<file path="src/core/ctc_pkg.sv">
package ctc_pkg;

	localparam int unsigned CLK_PERIOD_NS   = 50;
	localparam int unsigned TICK_NS         = 1_000_000;
	localparam int unsigned TICK_CYCLES     = (TICK_NS + CLK_PERIOD_NS - 1) / CLK_PERIOD_NS;
	localparam int unsigned INTERVAL_BASE_S = 21;
	localparam int unsigned INTERVAL_MAX_S  = 168;
	localparam int unsigned CONV_MS         = 5;
	localparam int unsigned TICK_MS         = TICK_NS / 1_000_000;
	localparam int unsigned INTERVAL_BASE_TICKS = INTERVAL_BASE_S * 1000 / TICK_MS;
	localparam int unsigned CONV_TICKS      = (CONV_MS + TICK_MS - 1) / TICK_MS;
	localparam int unsigned PRE_W           = 24;
	localparam int unsigned IVL_W           = 18;
	localparam int unsigned CODE_W          = 12;
	localparam int unsigned CELL_W          = 4;
	localparam int unsigned CODE_UV_X10     = 25;

	typedef enum logic [1:0] {
		SEQ_WAIT_FIRST,
		SEQ_CONV_FIRST,
		SEQ_WAIT_SECOND,
		SEQ_CONV_SECOND
	} ctc_seq_t;

	typedef struct packed {
		logic             cell_undervolt;
		logic             above_low_temp;
		logic             below_high_temp;
		logic             timeout_expired;
		logic [CODE_W-1:0] batt_code;
	} ctc_sense_t;

	typedef struct packed {
		logic [1:0]        interval_sel;
		logic              neg_slope;
		logic [CELL_W-1:0] cells_minus_one;
	} ctc_cfg_t;

	typedef struct packed {
		logic              fast;
		logic              terminated;
		logic              armed;
		logic              start_pending;
		logic              cold_wait;
		logic              prev_cold_ok;
		logic              converting;
		ctc_seq_t          seq;
		logic [PRE_W-1:0]  prescale;
		logic [IVL_W-1:0]  ticks;
		logic [CODE_W-1:0] first_code;
	} ctc_state_t;

endpackage

</file>
<file path="src/core/ctc_charge_termination_control.sv">
`timescale 1ns/1ps
module ctc_charge_termination_control #(
	parameter int unsigned P_TICK_CYCLES = ctc_pkg::TICK_CYCLES
) (
	input  wire logic                        REF_CLK_IN,
	input  wire logic                        RESET_IN,
	input  wire logic                        BATT_INSERT_IN,
	input  wire ctc_pkg::ctc_sense_t         SENSE_IN,
	input  wire ctc_pkg::ctc_cfg_t           CFG_IN,
	output logic                             FAST_CHARGE_OUT,
	output logic                             TERMINATED_OUT,
	output logic                             CONVERTING_OUT
);

	ctc_pkg::ctc_state_t state;
	ctc_pkg::ctc_state_t next_state;

	function automatic logic [ctc_pkg::IVL_W-1:0] interval_ticks(input logic [1:0] sel);
		interval_ticks = ctc_pkg::IVL_W'(ctc_pkg::INTERVAL_BASE_TICKS) << sel;
	endfunction

	function automatic logic slope_stop(input logic [ctc_pkg::CODE_W-1:0] first,
			input logic [ctc_pkg::CODE_W-1:0] second, input ctc_pkg::ctc_cfg_t cfg);
		logic [ctc_pkg::CODE_W:0] cells;
		cells = (ctc_pkg::CODE_W+1)'(cfg.cells_minus_one) + (ctc_pkg::CODE_W+1)'(1);
		if (cfg.neg_slope) begin
			slope_stop = ({1'b0, first} >= cells) && ({1'b0, second} <= {1'b0, first} - cells);
		end else begin
			slope_stop = (second == first);
		end
	endfunction

	// End of a conversion, shared by both conversion states
	function automatic logic conv_done(input logic [ctc_pkg::IVL_W-1:0] ticks);
		conv_done = (ticks == ctc_pkg::IVL_W'(ctc_pkg::CONV_TICKS - 1));
	endfunction

	logic tick;
	logic window_ok;
	logic cold_rise;

	always_comb begin
		tick      = (state.prescale == ctc_pkg::PRE_W'(P_TICK_CYCLES - 1));
		window_ok = SENSE_IN.above_low_temp && SENSE_IN.below_high_temp
			&& !SENSE_IN.cell_undervolt;
		cold_rise = SENSE_IN.above_low_temp && !state.prev_cold_ok;
		next_state = state;
		next_state.prev_cold_ok = SENSE_IN.above_low_temp;
		next_state.prescale = tick ? '0 : state.prescale + ctc_pkg::PRE_W'(1);

		// Slope sequencer
		if (tick) begin
			next_state.ticks = state.ticks + ctc_pkg::IVL_W'(1);
			unique case (state.seq)
				ctc_pkg::SEQ_WAIT_FIRST, ctc_pkg::SEQ_WAIT_SECOND: begin
					if (state.ticks == interval_ticks(CFG_IN.interval_sel) - 1'b1) begin
						next_state.ticks = '0;
						next_state.converting = 1'b1;
						next_state.seq = (state.seq == ctc_pkg::SEQ_WAIT_FIRST)
							? ctc_pkg::SEQ_CONV_FIRST : ctc_pkg::SEQ_CONV_SECOND;
					end
				end
				ctc_pkg::SEQ_CONV_FIRST: begin
					if (conv_done(state.ticks)) begin
						next_state.ticks = '0;
						next_state.converting = 1'b0;
						next_state.first_code = SENSE_IN.batt_code;
						next_state.seq = ctc_pkg::SEQ_WAIT_SECOND;
					end
				end
				ctc_pkg::SEQ_CONV_SECOND: begin
					if (conv_done(state.ticks)) begin
						next_state.ticks = '0;
						next_state.converting = 1'b0;
						next_state.seq = ctc_pkg::SEQ_WAIT_FIRST;
						if (state.fast && slope_stop(state.first_code, SENSE_IN.batt_code,
								CFG_IN)) begin
							next_state.terminated = 1'b1;
						end
					end
				end
			endcase
		end

		// Charge state: fast, trickle or terminated
		if (state.start_pending || BATT_INSERT_IN) begin
			next_state.start_pending = 1'b0;
			next_state.terminated    = 1'b0;
			next_state.fast          = 1'b0;
			next_state.armed         = SENSE_IN.below_high_temp;
			next_state.cold_wait     = !SENSE_IN.above_low_temp;
			if (BATT_INSERT_IN) begin
				next_state.seq        = ctc_pkg::SEQ_WAIT_FIRST;
				next_state.ticks      = '0;
				next_state.prescale   = '0;
				next_state.converting = 1'b0;
			end
		end else begin
			if (state.cold_wait && cold_rise) begin
				next_state.cold_wait = 1'b0;
			end
			if (state.fast && !SENSE_IN.below_high_temp) begin
				next_state.terminated = 1'b1;
			end
			if (SENSE_IN.timeout_expired) begin
				next_state.terminated = 1'b1;
			end
			if (next_state.terminated) begin
				next_state.fast  = 1'b0;
				next_state.armed = 1'b0;
			end else if (state.fast && SENSE_IN.cell_undervolt) begin
				next_state.fast = 1'b0;
			end else if (!state.fast && state.armed && !next_state.cold_wait
					&& window_ok) begin
				next_state.fast = 1'b1;
				next_state.armed = !state.cold_wait;
			end
		end
	end

	always_ff @(posedge REF_CLK_IN) begin
		if (RESET_IN) begin
			state <= '0;
			state.start_pending <= 1'b1;
			state.seq <= ctc_pkg::SEQ_WAIT_FIRST;
		end else begin
			state <= next_state;
		end
	end

	always_comb begin
		FAST_CHARGE_OUT = state.fast;
		TERMINATED_OUT  = state.terminated;
		CONVERTING_OUT  = state.converting;
	end

endmodule

</file>
<file path="config.mk">
export PLATFORM = sky130hd
export DESIGN_NAME = ctc_charge_termination_control
export DESIGN_NICKNAME = d
export VERILOG_FILES = /design/src/core/ctc_pkg.sv /design/src/core/ctc_charge_termination_control.sv
export SDC_FILE = /design/constraint.sdc
export NUM_CORES = 1
export LEC_CHECK = 0
export ABC_AREA = 1
export BUFFER_PORTS_ARGS = -buffer_cell sky130_fd_sc_hd__buf_2
export CORE_MARGIN = 2
export CORE_UTILIZATION = 66
export DETAILED_ROUTE_END_ITERATION = 10
export PLACE_DENSITY = 0.95
export SYNTH_ARGS = -nofsm -noshare
export SYNTH_HDL_FRONTEND = slang
export SYNTH_SLANG_ARGS = --single-unit
</file>
<file path="constraint.sdc">
create_clock -name REF_CLK_IN -period 9.4 [get_ports REF_CLK_IN]
set_input_delay 0.47 -clock REF_CLK_IN [delete_from_list [all_inputs] [get_ports REF_CLK_IN]]
set_output_delay 0.47 -clock REF_CLK_IN [all_outputs]
set_load 0.02 [all_outputs]
</file>
# After elaboration in Yosys (flattened, before gate mapping)
# Cells that the tools add are included.
# W data, S select, Z words.
[classes]
reduce_logical = 26
muxes = 33
n_eq_ne = 8
shifts = 1
order_cmp = 2
add_sub_neg = 5
[ops]
columns = ["operator", "count"]
rows = [
  ["$mux W45", 2],
  ["$mux W30", 2],
  ["$pmux W18 S3", 1],
  ["$mux W18", 2],
  ["$add A24 B1 Y24 const B", 1],
  ["$eq A24 B15 Y1 const B", 1],
  ["$mux W24", 1],
  ["$add A18 B1 Y18 const B", 1],
  ["$eq A18 B18 Y1", 1],
  ["$eq A18 B3 Y1 const B", 1],
  ["$mux W1", 18],
  ["$shl A15 B2 Y18 const A", 1],
  ["$sub A18 B1 Y18 const B", 1],
  ["$le A12 B13 Y1", 1],
  ["$sub A12 B5 Y13", 1],
  ["$eq A12 B12 Y1", 1],
  ["$ge A12 B5 Y1", 1],
  ["$mux W12", 1],
  ["$mux W3", 4],
  ["$logic_and A1 B1 Y1", 11],
  ["$pmux W3 S3", 1],
  ["$logic_not A1 Y1", 7],
  ["$add A4 B1 Y5 const B", 1],
  ["$eq A2 B2 Y1 const B", 2],
  ["10 further kinds", 11],
]
[totals]
elab_cells = 86
in_bits = 26
regBits = 63
output_inout_bits = 3

# Logic depth before layout (Yosys ltp)
[depth]
ltp_word = 18
mapped_depth = 26
mapped_depth_nobuf = 26

# Worst setup path after synthesis
# OpenSTA, ideal clock, no wires.
[synth_path]
path_kind = "in2reg"
startpoint = "input CFG_IN[0] (netlist bit)"
endpoint = "register state (netlist bit FAST_CHARGE_OUT)"
path_slack_ns = 6.077
arrival_time_ns = 3.264
stages = 21
required_time_ns = 9.340
setup_time_ns = 0.060
path_buffers = 0
cell_sequence = "ha_1 -> xnor2_1 -> ha_1 -> nand2_1 -> nand2_1 -> a31o_2 -> nand2_1 -> a21oi_1 -> nand3b_1 -> nor2_1 -> nand2_1 -> xor2_1 -> ha_1 -> and3_1 -> nand3_1 -> a21boi_0 -> nand2_1 -> nand2_1 -> nand2_1 -> a21boi_1 -> and3_1"
[synth_via]
elab_chain_len = 17
word_cells_on_any_way = 18
cone_classes = "add/sub: 2; order compare: 2; mux: 11; reduce/logical: 3"
[synth_rtl]
columns = ["item", "line", "text"]
rows = [
  ["start, declared", "ctc_charge_termination_control.sv:9", "input wire ctc_pkg::ctc_cfg_t CFG_IN,"],
  ["$add A4 B1 Y5 *", "ctc_charge_termination_control.sv:25", "cells = (ctc_pkg::CODE_W+1)'(cfg.cells_minus_one) + (ctc_pkg::CODE_W+1)'(1);"],
  ["$sub A12 B5 Y13", "ctc_charge_termination_control.sv:27", "slope_stop = ({1'b0, first} >= cells) && ({1'b0, second} <= {1'b0, first} - cells);"],
  ["$le A12 B13 Y1", "ctc_charge_termination_control.sv:27", ""],
  ["$logic_and A1 B1 Y1 *", "ctc_charge_termination_control.sv:27", ""],
  ["$mux W1 *", "ctc_charge_termination_control.sv:26", "if (cfg.neg_slope) begin"],
  ["$mux W1 *", "ctc_charge_termination_control.sv:72", "if (conv_done(state.ticks)) begin"],
  ["$mux W1 *", "ctc_charge_termination_control.sv:54", "unique case (state.seq)"],
  ["$mux W1 *", "ctc_charge_termination_control.sv:52", "if (tick) begin"],
  ["$logic_and A1 B1 Y1 *", "ctc_charge_termination_control.sv:76", "if (state.fast && slope_stop(state.first_code, SENSE_IN.batt_code,"],
  ["$mux W1 *", "ctc_charge_termination_control.sv:76", ""],
  ["$mux W1 *", "ctc_charge_termination_control.sv:72", ""],
  ["$mux W1 *", "ctc_charge_termination_control.sv:54", ""],
  ["$mux W1 *", "ctc_charge_termination_control.sv:52", ""],
  ["$mux W1 *", "ctc_charge_termination_control.sv:102", "if (state.fast && !SENSE_IN.below_high_temp) begin"],
  ["$mux W1 *", "ctc_charge_termination_control.sv:105", "if (SENSE_IN.timeout_expired) begin"],
  ["$mux W1 *", "ctc_charge_termination_control.sv:86", "if (state.start_pending || BATT_INSERT_IN) begin"],
  ["$reduce_or A4 Y1 (no line) *", "-", ""],
  ["end signal, assigned", "ctc_charge_termination_control.sv:127", "state <= next_state;"],
  ["end, declared", "ctc_charge_termination_control.sv:15", "ctc_pkg::ctc_state_t state;"],
]
# Mark *: on every way between the ends. The rest lies on a longest branch, timed or not. The select of a mux whose other input is x is not followed.
# A chain may end at the register's enable or synchronous reset.

# Final worst setup path
# Ends and elaborated chain as after synthesis.

==> impl_metrics.py <==
metrics = {
    "routing": {
        "postRouteWirelength_mm": 11.1,
        "dr_wl_met3_um": 914,
        "drt-vias-per-instance": 5.99,
        "met2_length_mm": 5.35,
        "drt-met1-wl_mm": 4.46,
        "drt-wirelength-per-cell_um": 14.6,
        "top_layer": "met4",
        "firstDrtPassIters": 5,
        "ant_nets": 0,
        "route.vias.total": 4555,
        "drt_iter0_drc": 329,
        "drc": 0,
    },
    "global_route": {
        "grt_util_all_layers_pct": 30.9,
        "antenna_found_initial": 0,
        "grt_pass1_vias": 4223,
        "grt_pass1_wl_mm": 18.6,
        "grt_max_degree": 18,
        "grt-ovfl-total": 0,
    },
    "sta": {
        "worstMarginPinSlew_ns": 0.539,
        "max_freq_ghz": 0.290,
        "finalHoldViolCount": 0,
        "setup_viol": 0,
        "rsz0062_at_grt": "no",
        "period_minus_slack_ns": 3.45,
        "fin_tns_setup_ns": 0,
        "final-max-slew-violation-count": 0,
        "skew_ns": 0.00900,
        "post-route-period-util_pct": 36.7,
        "slew_headroom_pct": 63.7,
    },
    "yosys": {
        "yosysMostFrequentCell": "nand2_1",
        "yosys_warnings": 0,
        "syn_nets": 703,
        "yosys_register_bits": 63,
        "synth_edf_count": 0,
        "ys.flop_type": "dfxtp_1",
        "synth_area_sq_um": 4460,
        "synthArstFlopShare_pct": 0,
        "seq_area_frac_synth_pct": 28.3,
        "synth_area_leaders": "dfxtp_1 (28%), nand2_1 (8.6%), inv_1 (7.7%), nor2_1 (7.7%), ha_1 (7.6%)",
        "avgSynthCellArea_sq_um": 6.87,
        "synth_common_cells": "nand2_1 (102), inv_1 (92), nor2_1 (91), dfxtp_1 (63), nand3_1 (42)",
        "synth.distinct_cells": 44,
        "syn_inst": 649,
        "synth_top_cell_area_share_pct": 28.3,
        "yosysTopAreaCell": "dfxtp_1",
    },
    "clocking": {
        "cts_resized": 0,
        "cts_buffer_depth": 2,
        "cts_tree": "done",
        "ctsRootBufferMaster": "clkbuf_8",
        "ctsHoldBuffers": 0,
        "clk_pin_slew_ns": 0.08,
        "clock_latency_ns": 0.35,
        "cts_sinks": 63,
        "h-tree-depth": 3,
        "cts_setup_buffers": 0,
        "cts_buffers": 9,
    },
    "setup_path": {
        "worstPathRequired_ns": 9.70,
        "cp_cell_sequence": "buf_2, ha_1, xnor2_1, ha_1, nand2_1, nand2_1, a31o_2, nand2_1, a21oi_1, nand3b_1, nor2_1, nand2_1, xor2_1, ha_1, and3_1, nand3_1, a21boi_0, nand2_1, nand2_1, nand2_1, a21boi_1, and3_1",
        "cpPeakStageDelay_ns": 0.37,
        "crit_path_top_delay_cell": "ha_1",
        "end_kind": "flop",
        "crit_family": "simple AND/OR/NAND/NOR gates",
        "worstPathArrival_ns": 3.74,
        "crit_fanout": 6,
        "path_buf_inv": 1,
        "worst_path_most_repeated_cell": "nand2_1",
        "worst_setup_path_start_kind": "primary input",
        "critPathKind": "in2reg",
    },
    "power_and_ir_drop": {
        "total_power_mw": 0.595,
        "power.leakage_nw": 2.12,
        "power_density_nw_per_um2": 123,
        "irDropWorstVdd_uv": 155,
    },
    "floorplanning": {
        "start_util_pct": 69.0,
        "die_x_um": 86.2,
        "dieArea_sq_um": 7430,
        "row_count": 29,
        "core_area_sq_um": 6460,
        "die_h_um": 86.2,
        "ios": 29,
    },
    "layout": {
        "antenna_cells": 0,
        "syn_to_final_growth_pct": 8.70,
        "layout.nets": 732,
        "drive_gt1_share_pct": 12.2,
        "design_area_sq_um": 4850,
    },
    "placed_design": {
        "dp_hpwl_mm": 8.36,
        "routabilityCongestion": 0.957,
        "placed_area_sq_um": 4630,
        "io_buffers": 28,
    },
    "min_path": {
        "min_path_type": "in2reg",
    },
    "status": {
        "outcome": "finished clean",
    },
    "job": {
        "maxCapViolations": 0,
    },
}
==> per-stage QoR <==
stage / utilization, % / setup slack (ns) / hold WS, ns / cells
after floorplan: - / 6.08 / 0.418 / 649
after detailed placement: 71.6 / 5.63 / 0.446 / 744
after global placement: 71.6 / 5.81 / 0.430 / 744
final: 75.0 / 5.95 / 0.355 / 760
after CTS: 75.0 / 6.00 / 0.349 / 760
after global routing: 75.0 / 5.70 / 0.349 / 760
==> worst paths after layout <==
| kind | cells past startpoint | endpoint | start | slack (ns) |
|---|---|---|---|---|
| min | 1 | state[59]$_SDFFE_PP1N_ | RESET_IN | 0.36 |
| max reg2reg | 19 | FAST_CHARGE_OUT$_SDFFE_PP0P_ | state[2]$_SDFFE_PP0P_ | 6.18 |
| min reg2reg | 2 | CONVERTING_OUT$_SDFF_PP0_ | CONVERTING_OUT$_SDFF_PP0_ | 0.45 |
| max | 22 | FAST_CHARGE_OUT$_SDFFE_PP0P_ | CFG_IN[0] | 5.95 |
==> placed cells by master, fill, tap and decap left out, types with 8 or more instances in the layout <==
cell type / n
clkbuf_8: 9
nor3_1: 26
nand4_1: 21
o21ai_0: 20
a21oi_1: 28
xor2_1: 28
ha_1: 27
buf_2: 28
xnor2_1: 8
nand3_1: 42
inv_1: 92
nor4_1: 10
dfxtp_1: 63
nor2_1: 91
o21ai_1: 14
nand2_1: 102
==> where the power goes <==
group	internal [mW]	switching, mW
clock	0.150	0.114
sequential	0.269	0.00128
combinational	0.0236	0.0375
==> state kept, by name (all words and copies together) (netlist names) <==
signal	flops
TERMINATED_OUT	1
state	60
CONVERTING_OUT	1
FAST_CHARGE_OUT	1
==> layer usage <==
layer  up-vias  track usage [%]
li1       2196                -
met1      2050             37.9
met2       259             52.9
met3        50             5.05
met4         0             14.5
met5         -                0
==> logic make-up after synthesis <==
kind of cell	share of synthesized area, %
AO/OA/AOI/OAI	11.5
flip-flops	28.3
AND/OR/NAND/NOR	35.4
adder cells (fa/ha/maj)	8.03
XOR/XNOR	7.07
buffers and inverters	9.68
==> area by class of cell <==
| cell class | count | area, sq um |
|---|---|---|
| multi-input combinational | 479 | 2770 |
| fill | 482 | 1610 |
| sequential | 63 | 1260 |
| clock inverter | 7 | 95.1 |
| tap | 77 | 96.3 |
| timing repair buffer | 28 | 140 |
| clock buffer | 9 | 124 |
| inverter | 97 | 364 |
(Power assumes the default switching activity.)
